File: src/barc_map.svh
// Timing constants of the burst and auto-restart control unit
`ifndef BARC_MAP_SVH
`define BARC_MAP_SVH
`define BARC_CLK_HZ 20000000
// Internal reference time base tick, in clock cycles
`define BARC_TICK_DIV 20
`define BARC_TICK_HZ (`BARC_CLK_HZ / `BARC_TICK_DIV)
`define BARC_BLANK_US 20000
`define BARC_BLANK_TICKS ((`BARC_BLANK_US * (`BARC_TICK_HZ / 1000)) / 1000)
`define BARC_SPIKE_US 30
`define BARC_SPIKE_TICKS ((`BARC_SPIKE_US * (`BARC_TICK_HZ / 1000) + 999) / 1000)
`define BARC_OVP_US 120
`define BARC_OVP_TICKS ((`BARC_OVP_US * (`BARC_TICK_HZ / 1000) + 999) / 1000)
`define BARC_EXT_BLANK_US 1000
`define BARC_EXT_BLANK_TICKS ((`BARC_EXT_BLANK_US * (`BARC_TICK_HZ / 1000) + 999) / 1000)
`define BARC_SOFT_START_US 20000
`define BARC_SOFT_START_TICKS ((`BARC_SOFT_START_US * (`BARC_TICK_HZ / 1000)) / 1000)
`endif

File: src/barc_pkg.sv
// Types of the burst and auto-restart control unit
package barc_pkg;
    typedef enum logic [2:0] {
        ST_OFF,
        ST_SOFT_START,
        ST_NORMAL,
        ST_BURST,
        ST_RESTART
    } barc_mode_e;

    // Comparator results, all synchronous to core_clk
    typedef struct packed {
        logic fbBelowEntry;
        logic fbAboveUpper;
        logic fbAboveLower;
        logic fbAboveHigh;
        logic pinAboveRelease;
        logic pinBelowExt;
        logic supplyAboveSoftOvp;
        logic supplyAboveOvp;
        logic supplyBelowOff;
        logic supplyAboveOn;
        logic overTemp;
    } barc_sense_s;

    typedef struct packed {
        logic internalBias;
        logic reducedLimit;
        logic startupCell;
        logic gateEnable;
        logic pinClamp;
        logic burstFlag;
        logic softStart;
        logic restartActive;
    } barc_drive_s;

    typedef struct packed {
        barc_mode_e mode;
        logic [4:0] tickDiv;
        logic [16:0] entryCnt;
        logic [16:0] protCnt;
        logic [16:0] softCnt;
        logic [12:0] extCnt;
        logic [7:0] spikeCnt;
        logic [7:0] ovpCnt;
        logic biasOn;
        logic clampReleased;
        barc_drive_s drive;
    } barc_state_s;
endpackage

File: src/barc_control_unit.sv
// Burst mode and auto-restart sequencing for an off-line switching controller
`timescale 1ns/1ps
`include "barc_map.svh"

module barc_control_unit (
    input wire logic core_clk,
    input wire logic rst,
    input wire barc_pkg::barc_sense_s sense,
    output barc_pkg::barc_drive_s drive
);
    barc_pkg::barc_state_s state;
    barc_pkg::barc_state_s next_state;
    logic tick;
    logic faultNow;
    logic extRequest;
    logic gateInputs;
    logic ovpFault;

    // One time-base tick per divider wrap
    assign tick = (state.tickDiv == 5'(`BARC_TICK_DIV - 1));
    // External request blanked while early in startup
    assign extRequest = sense.pinBelowExt && (state.extCnt >= 13'(`BARC_EXT_BLANK_TICKS));
    assign gateInputs = state.clampReleased && sense.pinAboveRelease;
    // Long overvoltage filter reached
    assign ovpFault = (state.ovpCnt >= 8'(`BARC_OVP_TICKS));
    // Restart faults; the pin fault only after extended blanking and spike filter
    assign faultNow = ovpFault || sense.overTemp || extRequest || sense.supplyBelowOff
        || (state.mode == barc_pkg::ST_SOFT_START && sense.supplyAboveSoftOvp && sense.fbAboveHigh)
        || (state.spikeCnt >= 8'(`BARC_SPIKE_TICKS));

    always_comb
    begin
        next_state = state;
        next_state.tickDiv = tick ? 5'h00 : state.tickDiv + 5'h01;

        // External blank counter restarts with each power-up
        if (state.mode == barc_pkg::ST_OFF || state.mode == barc_pkg::ST_RESTART)
        begin
            next_state.extCnt = 13'h0000;
        end
        else if (tick && state.extCnt < 13'(`BARC_EXT_BLANK_TICKS))
        begin
            next_state.extCnt = state.extCnt + 13'h0001;
        end

        // Overvoltage filter, must be continuous, off in burst
        if (!sense.supplyAboveOvp || state.mode == barc_pkg::ST_BURST || state.mode == barc_pkg::ST_RESTART)
        begin
            next_state.ovpCnt = 8'h00;
        end
        else if (tick && !ovpFault)
        begin
            next_state.ovpCnt = state.ovpCnt + 8'h01;
        end

        // Protection blanking on high feedback; burst never uses the pin
        if (!sense.fbAboveHigh || state.mode != barc_pkg::ST_NORMAL)
        begin
            next_state.protCnt = 17'h0_0000;
            next_state.clampReleased = 1'b0;
        end
        else if (tick && state.protCnt < 17'(`BARC_BLANK_TICKS))
        begin
            next_state.protCnt = state.protCnt + 17'h0_0001;
        end
        else if (state.protCnt >= 17'(`BARC_BLANK_TICKS))
        begin
            next_state.clampReleased = 1'b1;
        end

        // Both gate inputs must persist through the spike filter
        if (!gateInputs)
        begin
            next_state.spikeCnt = 8'h00;
        end
        else if (tick && state.spikeCnt < 8'(`BARC_SPIKE_TICKS))
        begin
            next_state.spikeCnt = state.spikeCnt + 8'h01;
        end

        // Burst entry blanking
        if (!sense.fbBelowEntry || state.mode != barc_pkg::ST_NORMAL)
        begin
            next_state.entryCnt = 17'h0_0000;
        end
        else if (tick && state.entryCnt < 17'(`BARC_BLANK_TICKS))
        begin
            next_state.entryCnt = state.entryCnt + 17'h0_0001;
        end

        unique case (state.mode)
            barc_pkg::ST_OFF:
            begin
                next_state.biasOn = 1'b0;
                next_state.softCnt = 17'h0_0000;
                if (sense.supplyAboveOn)
                begin
                    next_state.mode = barc_pkg::ST_SOFT_START;
                    next_state.biasOn = 1'b1;
                end
            end
            barc_pkg::ST_SOFT_START:
            begin
                if (faultNow)
                begin
                    next_state.mode = barc_pkg::ST_RESTART;
                end
                else if (state.softCnt >= 17'(`BARC_SOFT_START_TICKS))
                begin
                    // Fault checked each cycle, so none remains here
                    next_state.mode = barc_pkg::ST_NORMAL;
                end
                else if (tick)
                begin
                    next_state.softCnt = state.softCnt + 17'h0_0001;
                end
            end
            barc_pkg::ST_NORMAL:
            begin
                if (faultNow)
                begin
                    next_state.mode = barc_pkg::ST_RESTART;
                end
                else if (sense.fbBelowEntry && state.entryCnt >= 17'(`BARC_BLANK_TICKS))
                begin
                    next_state.mode = barc_pkg::ST_BURST;
                    next_state.biasOn = 1'b0;
                end
            end
            barc_pkg::ST_BURST:
            begin
                if (faultNow)
                begin
                    next_state.mode = barc_pkg::ST_RESTART;
                end
                else if (sense.fbAboveHigh)
                begin
                    next_state.mode = barc_pkg::ST_NORMAL;
                    next_state.biasOn = 1'b1;
                end
                else if (sense.fbAboveUpper)
                begin
                    next_state.biasOn = 1'b1;
                end
                else if (!sense.fbAboveLower)
                begin
                    next_state.biasOn = 1'b0;
                end
            end
            barc_pkg::ST_RESTART:
            begin
                // Switching stopped; supply falls toward turn-off
                next_state.biasOn = 1'b0;
                if (sense.supplyBelowOff)
                begin
                    next_state.mode = barc_pkg::ST_OFF;
                end
            end
        endcase

        next_state.drive.internalBias = next_state.biasOn;
        next_state.drive.burstFlag = (next_state.mode == barc_pkg::ST_BURST);
        next_state.drive.reducedLimit = (next_state.mode == barc_pkg::ST_BURST);
        // Cell charges only while powered down, never in burst
        next_state.drive.startupCell = (next_state.mode == barc_pkg::ST_OFF) && !sense.supplyAboveOn;
        next_state.drive.gateEnable = next_state.biasOn
            && (next_state.mode == barc_pkg::ST_SOFT_START || next_state.mode == barc_pkg::ST_NORMAL
                || next_state.mode == barc_pkg::ST_BURST);
        next_state.drive.pinClamp = !next_state.clampReleased;
        next_state.drive.softStart = (next_state.mode == barc_pkg::ST_SOFT_START);
        next_state.drive.restartActive = (next_state.mode == barc_pkg::ST_RESTART);
    end

    always_ff @(posedge core_clk)
    begin
        if (rst)
        begin
            state <= '{mode: barc_pkg::ST_OFF, drive: '{pinClamp: 1'b1, startupCell: 1'b1, default: 1'b0},
                default: '0};
        end
        else
        begin
            state <= next_state;
        end
    end

    assign drive = state.drive;
endmodule

File: config.mk
export PLATFORM = sky130hd
export DESIGN_NAME = barc_control_unit
export DESIGN_NICKNAME = d
export VERILOG_FILES = /design/src/barc_pkg.sv /design/src/barc_control_unit.sv
export VERILOG_INCLUDE_DIRS = /design/src /design/src/src
export SDC_FILE = /design/constraint.sdc
export NUM_CORES = 1
export LEC_CHECK = 0
export BUFFER_PORTS_ARGS = -buffer_cell sky130_fd_sc_hd__buf_2
export CAP_MARGIN = 10
export CORE_ASPECT_RATIO = 0.5
export CORE_UTILIZATION = 40
export CTS_CLUSTER_DIAMETER = 200
export DETAILED_ROUTE_END_ITERATION = 7
export RECOVER_POWER = 100
export SYNTH_ARGS = -nofsm -noshare
export SYNTH_HDL_FRONTEND = slang
export SYNTH_SLANG_ARGS = --single-unit
File: constraint.sdc
create_clock -name core_clk -period 5.48 [get_ports core_clk]
set_clock_uncertainty 0.1 [all_clocks]
set_input_delay 1.37 -clock core_clk [delete_from_list [all_inputs] [get_ports core_clk]]
set_output_delay 1.37 -clock core_clk [all_outputs]
set_load 0.1 [all_outputs]
# [Word level (Yosys, flattened, before mapping)]
# Index checks and enable logic that the tools add are counted.
# Widths: inputs -> output; s select.
[op_classes] n_addsub=7 magnitude_cmp=10 eq_ne=13 mux=24 bitwise=1 reduce_logical=40
[op_table] cell="$add 17x1->17 const B" count=3
[op_table] cell="$ge 17x15->1 const B" count=3
[op_table] cell="$mux 17" count=3
[op_table] cell="$lt 17x15->1 const B" count=2
[op_table] cell="$pmux 17 s2" count=1
[op_table] cell="$mux 3" count=8
[op_table] cell="$add 8x1->8 const B" count=2
[op_table] cell="$pmux 3 s5" count=1
[op_table] cell="$add 13x1->13 const B" count=1
[op_table] cell="$ge 13x10->1 const B" count=1
[op_table] cell="$lt 13x10->1 const B" count=1
[op_table] cell="$eq 3x2->1 const B" count=4
[op_table] cell="$logic_and 1x1->1" count=12
[op_table] cell="$logic_or 1x1->1" count=12
[op_table] cell="$reduce_or 2->1" count=6
[op_table] cell="$mux 1" count=10
[op_table] cell="$ge 8x5->1 const B" count=1
[op_table] cell="$ge 8x7->1 const B" count=1
[op_table] cell="$lt 8x5->1 const B" count=1
[op_table] cell="$eq 3x1->1 const B" count=2
[op_table] cell="$eq 3x3->1 const B" count=2
[op_table] cell="$logic_not 1->1" count=6
[op_table] cell="$logic_not 3->1" count=2
[op_table] cell="$ne 2x2->1 const B" count=3
[op_table] cell="7 further kinds" count=7
[totals] register_bits=96 out_inout_bits=8 elab_cells=111

# [Logic depth before layout (Yosys ltp)]
[logic_depth] depth_word=12 depth_mapped=9 ltp_nobuf=8

# [Least setup slack after synthesis]
# No wires, ideal clock.
[synth_path] kind="input to register" start="input port sense[5] (netlist name)" end="register state[42] (netlist name)" setup_time_ps=115 arrival_time_ps=2685 path_slack_ps=2580 stages=5 path_cell_list="a2111o_1 o41ai_4 nand3_1 xnor2_1 and2_1"
[synth_via] elab_chain_cells=7
[synth_rtl] item="start: declaration" line_no="barc_control_unit.sv:8" text="input wire barc_pkg::barc_sense_s sense,"
[synth_rtl] item="$logic_and 1x1->1" line_no="barc_control_unit.sv:22" text="assign extRequest = sense.pinBelowExt && (state.extCnt >= 13'(`BARC_EXT_BLANK_TICKS));"
[synth_rtl] item="$logic_or 1x1->1 (2 in a row)" line_no="barc_control_unit.sv:27" text="assign faultNow = ovpFault || sense.overTemp || extRequest || sense.supplyBelowOff"
[synth_rtl] item="$logic_or 1x1->1" line_no="barc_control_unit.sv:28" text="|| (state.mode == barc_pkg::ST_SOFT_START && sense.supplyAboveSoftOvp && sense.fbAboveHigh)"
[synth_rtl] item="$logic_or 1x1->1" line_no="barc_control_unit.sv:27"
[synth_rtl] item="$ne 2x2->1 (no source line)"
[synth_rtl] item="$reduce_and 4->1 (no source line)"
[synth_rtl] item="end signal: assignment" line_no="barc_control_unit.sv:178" text="state <= '{mode: barc_pkg::ST_OFF, drive: '{pinClamp: 1'b1, startupCell: 1'b1, default: 1'b0},"
[synth_rtl] item="end signal: assignment" line_no="barc_control_unit.sv:183" text="state <= next_state;"
[synth_rtl] item="end: declaration" line_no="barc_control_unit.sv:11" text="barc_pkg::barc_state_s state;"
# Every way passes these cells.
# A chain may end at the register's enable or synchronous reset.

# [Worst setup path after layout]
[layout_path] start="register state[90] (netlist name)" end="register state[40] (netlist name)"
[layout_via] elab_chain_cells=3
[layout_rtl] item="$eq 5x5->1" line_no="barc_control_unit.sv:20" text="assign tick = (state.tickDiv == 5'(`BARC_TICK_DIV - 1));"
[layout_rtl] item="$ne 2x2->1 (no source line)"
[layout_rtl] item="$reduce_and 4->1 (no source line)"
# Every way passes these cells.

==> impl_metrics.env <==
export IMPL_dp_cells=641
export IMPL_avgSynthCellArea_sq_um=8.69
export IMPL_startpoint="state[90]"
export IMPL_final_util=0.464
export IMPL_slew_headroom=0.0491
export IMPL_crit_fanout=8
export IMPL_gp_congestion=0.812
export IMPL_io_pins=21
export IMPL_cts_sinks=96
export IMPL_drc=0
export IMPL_status="completed"
export IMPL_p_leak_nw=1.73
export IMPL_rsz0062_at_grt="false"
export IMPL_cts_root_buf="clkbuf_16"
export IMPL_r2r_end="state[40]"
export IMPL_core_sq_um=10400
export IMPL_dp_hpwl_microns=5770
export IMPL_synth_edf_count=0
export IMPL_grt_pass1_wl_microns=14400
export IMPL_p_total_mw=1.55
export IMPL_max_slew_worst_pin_slew_ns=1.41
export IMPL_wl_per_cell_microns=12.7
export IMPL_finalHoldViolCount=0
export IMPL_worstHoldStart="state[23]"
export IMPL_cts_resized=0
export IMPL_setup_tns_ns=0
export IMPL_drive_gt1_frac=0.0600
export IMPL_totalWireLength_microns=8320
export IMPL_postRouteAntennaNets=0
export IMPL_drtPass1Iterations=4
export IMPL_grt_use_total=0.158
export IMPL_cts_buffers=9
export IMPL_vdd_drop_max_mv=0.127
export IMPL_postPlaceCellArea_sq_um=4530
export IMPL_vias=3407
export IMPL_fin_crit_ns=3.89
export IMPL_die_w_microns=150
export IMPL_synthArstFlopShare=0
export IMPL_die_area_sq_um=11400
export IMPL_grt_pass1_vias=3111
export IMPL_ys_warn_count=0
export IMPL_rows=26
export IMPL_cp_arrival_ns=3.99
export IMPL_syn_instance_count=503
export IMPL_port_buffers=20
export IMPL_htree_levels=3
export IMPL_synth_seq_cells=96
export IMPL_syn_to_final_growth_pct=10.4
export IMPL_overflow=0
export IMPL_fill_cells=1053
export IMPL_postLayoutCellArea_sq_um=4830
export IMPL_setup_viol=0
export IMPL_syn_area_sq_um=4370
export IMPL_diodes=0
export IMPL_hold_path_class="flop to flop"
export IMPL_vias_per_cell=5.19
export IMPL_cap_violations=0
export IMPL_powerDensity_nw_per_um2=321
export IMPL_antenna_found_initial=0
export IMPL_end_kind="flop"
export IMPL_grt_max_degree=22
export IMPL_cp_start_kind="flop"
export IMPL_path_clk_slew_ns=0.06
export IMPL_ys_seq_area_frac=0.440
export IMPL_worstHoldPathCells=2
export IMPL_drtIter0Drc=184
export IMPL_fin_nets=538
export IMPL_synth_nets=529
export IMPL_cts_tree="built"
export IMPL_cts_buffer_depth=2
export IMPL_reg2reg_depth=7
export IMPL_rrSetupSlack_ns=1.59
export IMPL_fmax_mhz=257
export IMPL_layoutNonFillerInstCount=657
export IMPL_slew_viol_final=0
export IMPL_reg2reg_from="state[90]"
export IMPL_postCtsHoldBufs=0
export IMPL_hold_end="state[23]"
export IMPL_path_class="flop to flop"
export IMPL_synth_distinct_cells=50
export IMPL_clk_insertion_delay_late_ns=0.35
export IMPL_fin_crit_sh=0.710
export IMPL_ys_flop_type="dfxtp_1"
export IMPL_dieHeight_microns=75.9
export IMPL_cp_required_ns=5.58
export IMPL_initial_core_util=0.420
export IMPL_cts_setup_buffers=0
[flip-flops by register name, summed over array words and instances (netlist names)]
register	flops
drive	7
state	89
[per-stage QoR]
step | hold slack (ns) | worst slack, ns
2_1_floorplan | 0.308 | 2.58
3_3_place_gp | 0.317 | 2.14
3_5_place_dp | 0.320 | 2.14
4_1_cts | 0.331 | 2.12
5_1_grt | 0.343 | 1.20
6_report | 0.331 | 1.59
[cells in the mapped netlist, types with 7 or more instances]
master,n,area [sq um]
dfxtp_1,96,1920
nor2_1,82,308
xor2_1,36,315
nand2_1,32,120
and3_1,24,150
nand3_1,24,120
a21oi_1,20,100
inv_1,19,71.3
nand4_1,19,119
o21ai_0,17,85.1
xnor2_1,15,131
clkbuf_1,13,48.8
ha_1,13,163
nor3_1,9,45.0
or3_1,9,56.3
and4_1,8,70.1
buf_4,8,60.1
and2_1,7,43.8
[where the power goes]
part	internal, mW	switching, mW
sequential	0.708	0.0114
clock	0.447	0.271
combinational	0.0246	0.0868
total	1.18	0.370
[metal layers]
layer  GRT usage  vias up  wire length (microns)
li1            -     1758                      -
met1       0.208     1610                   4240
met2       0.251       28                   3740
met3      0.0470       11                    243
met4      0.0394        0                     91
met5           0        -                      0
[worst max-delay path: stages, from the launching register on]
cell and delay [ns]:
dfxtp_1 0.35, ha_1 0.24, nor4bb_1 1.02, nand3_1 0.31, o41ai_1 1.18, nand2_1 0.27
a32oi_1 0.22, nor2_1 0.05
[placed cells by master, fill, tap and decap left out, types with 8 or more instances in the layout]
cell	n
and3_1	24
and4_1	8
clkbuf_16	9
nand2_1	32
dfxtp_1	96
nor3_1	9
buf_2	11
clkbuf_1	9
xor2_1	36
xnor2_1	15
ha_1	13
o21ai_0	19
nand3_1	24
nand4_1	19
inv_1	19
a21oi_1	20
nor2_1	82
or3_1	9
[logic make-up after synthesis]
family          after synthesis  synth area share
fa+ha+maj                    13            0.0372
xor+xnor                     51             0.102
simple gates                235             0.275
compound gates               66             0.101
buf+inv                      41            0.0421
flops                        96             0.440
mux                           1           0.00229
[cell type report]
class / instances / area (sq um) / area share
clock buffers: 9 / 225 / 0.0467
clock inverters: 7 / 120 / 0.0249
well taps: 140 / 175 / 0.0363
flip-flops and latches: 96 / 1920 / 0.398
inverters: 19 / 71.3 / 0.0148
multi-input cells: 366 / 2220 / 0.461
repair buffers: 20 / 88.8 / 0.0184
[how the worst max path moves through the flow]
stage	endpoint	slack (ns)	cells after the start
6_report	state[40]	1.59	7
5_1_grt	state[40]	1.20	7
4_1_cts	state[42]	2.12	7
3_5_place_dp	state[42]	2.14	7
3_3_place_gp	state[42]	2.14	7
2_1_floorplan	state[42]	2.58	5
No activity file was read; power rests on OpenSTA's default activity.
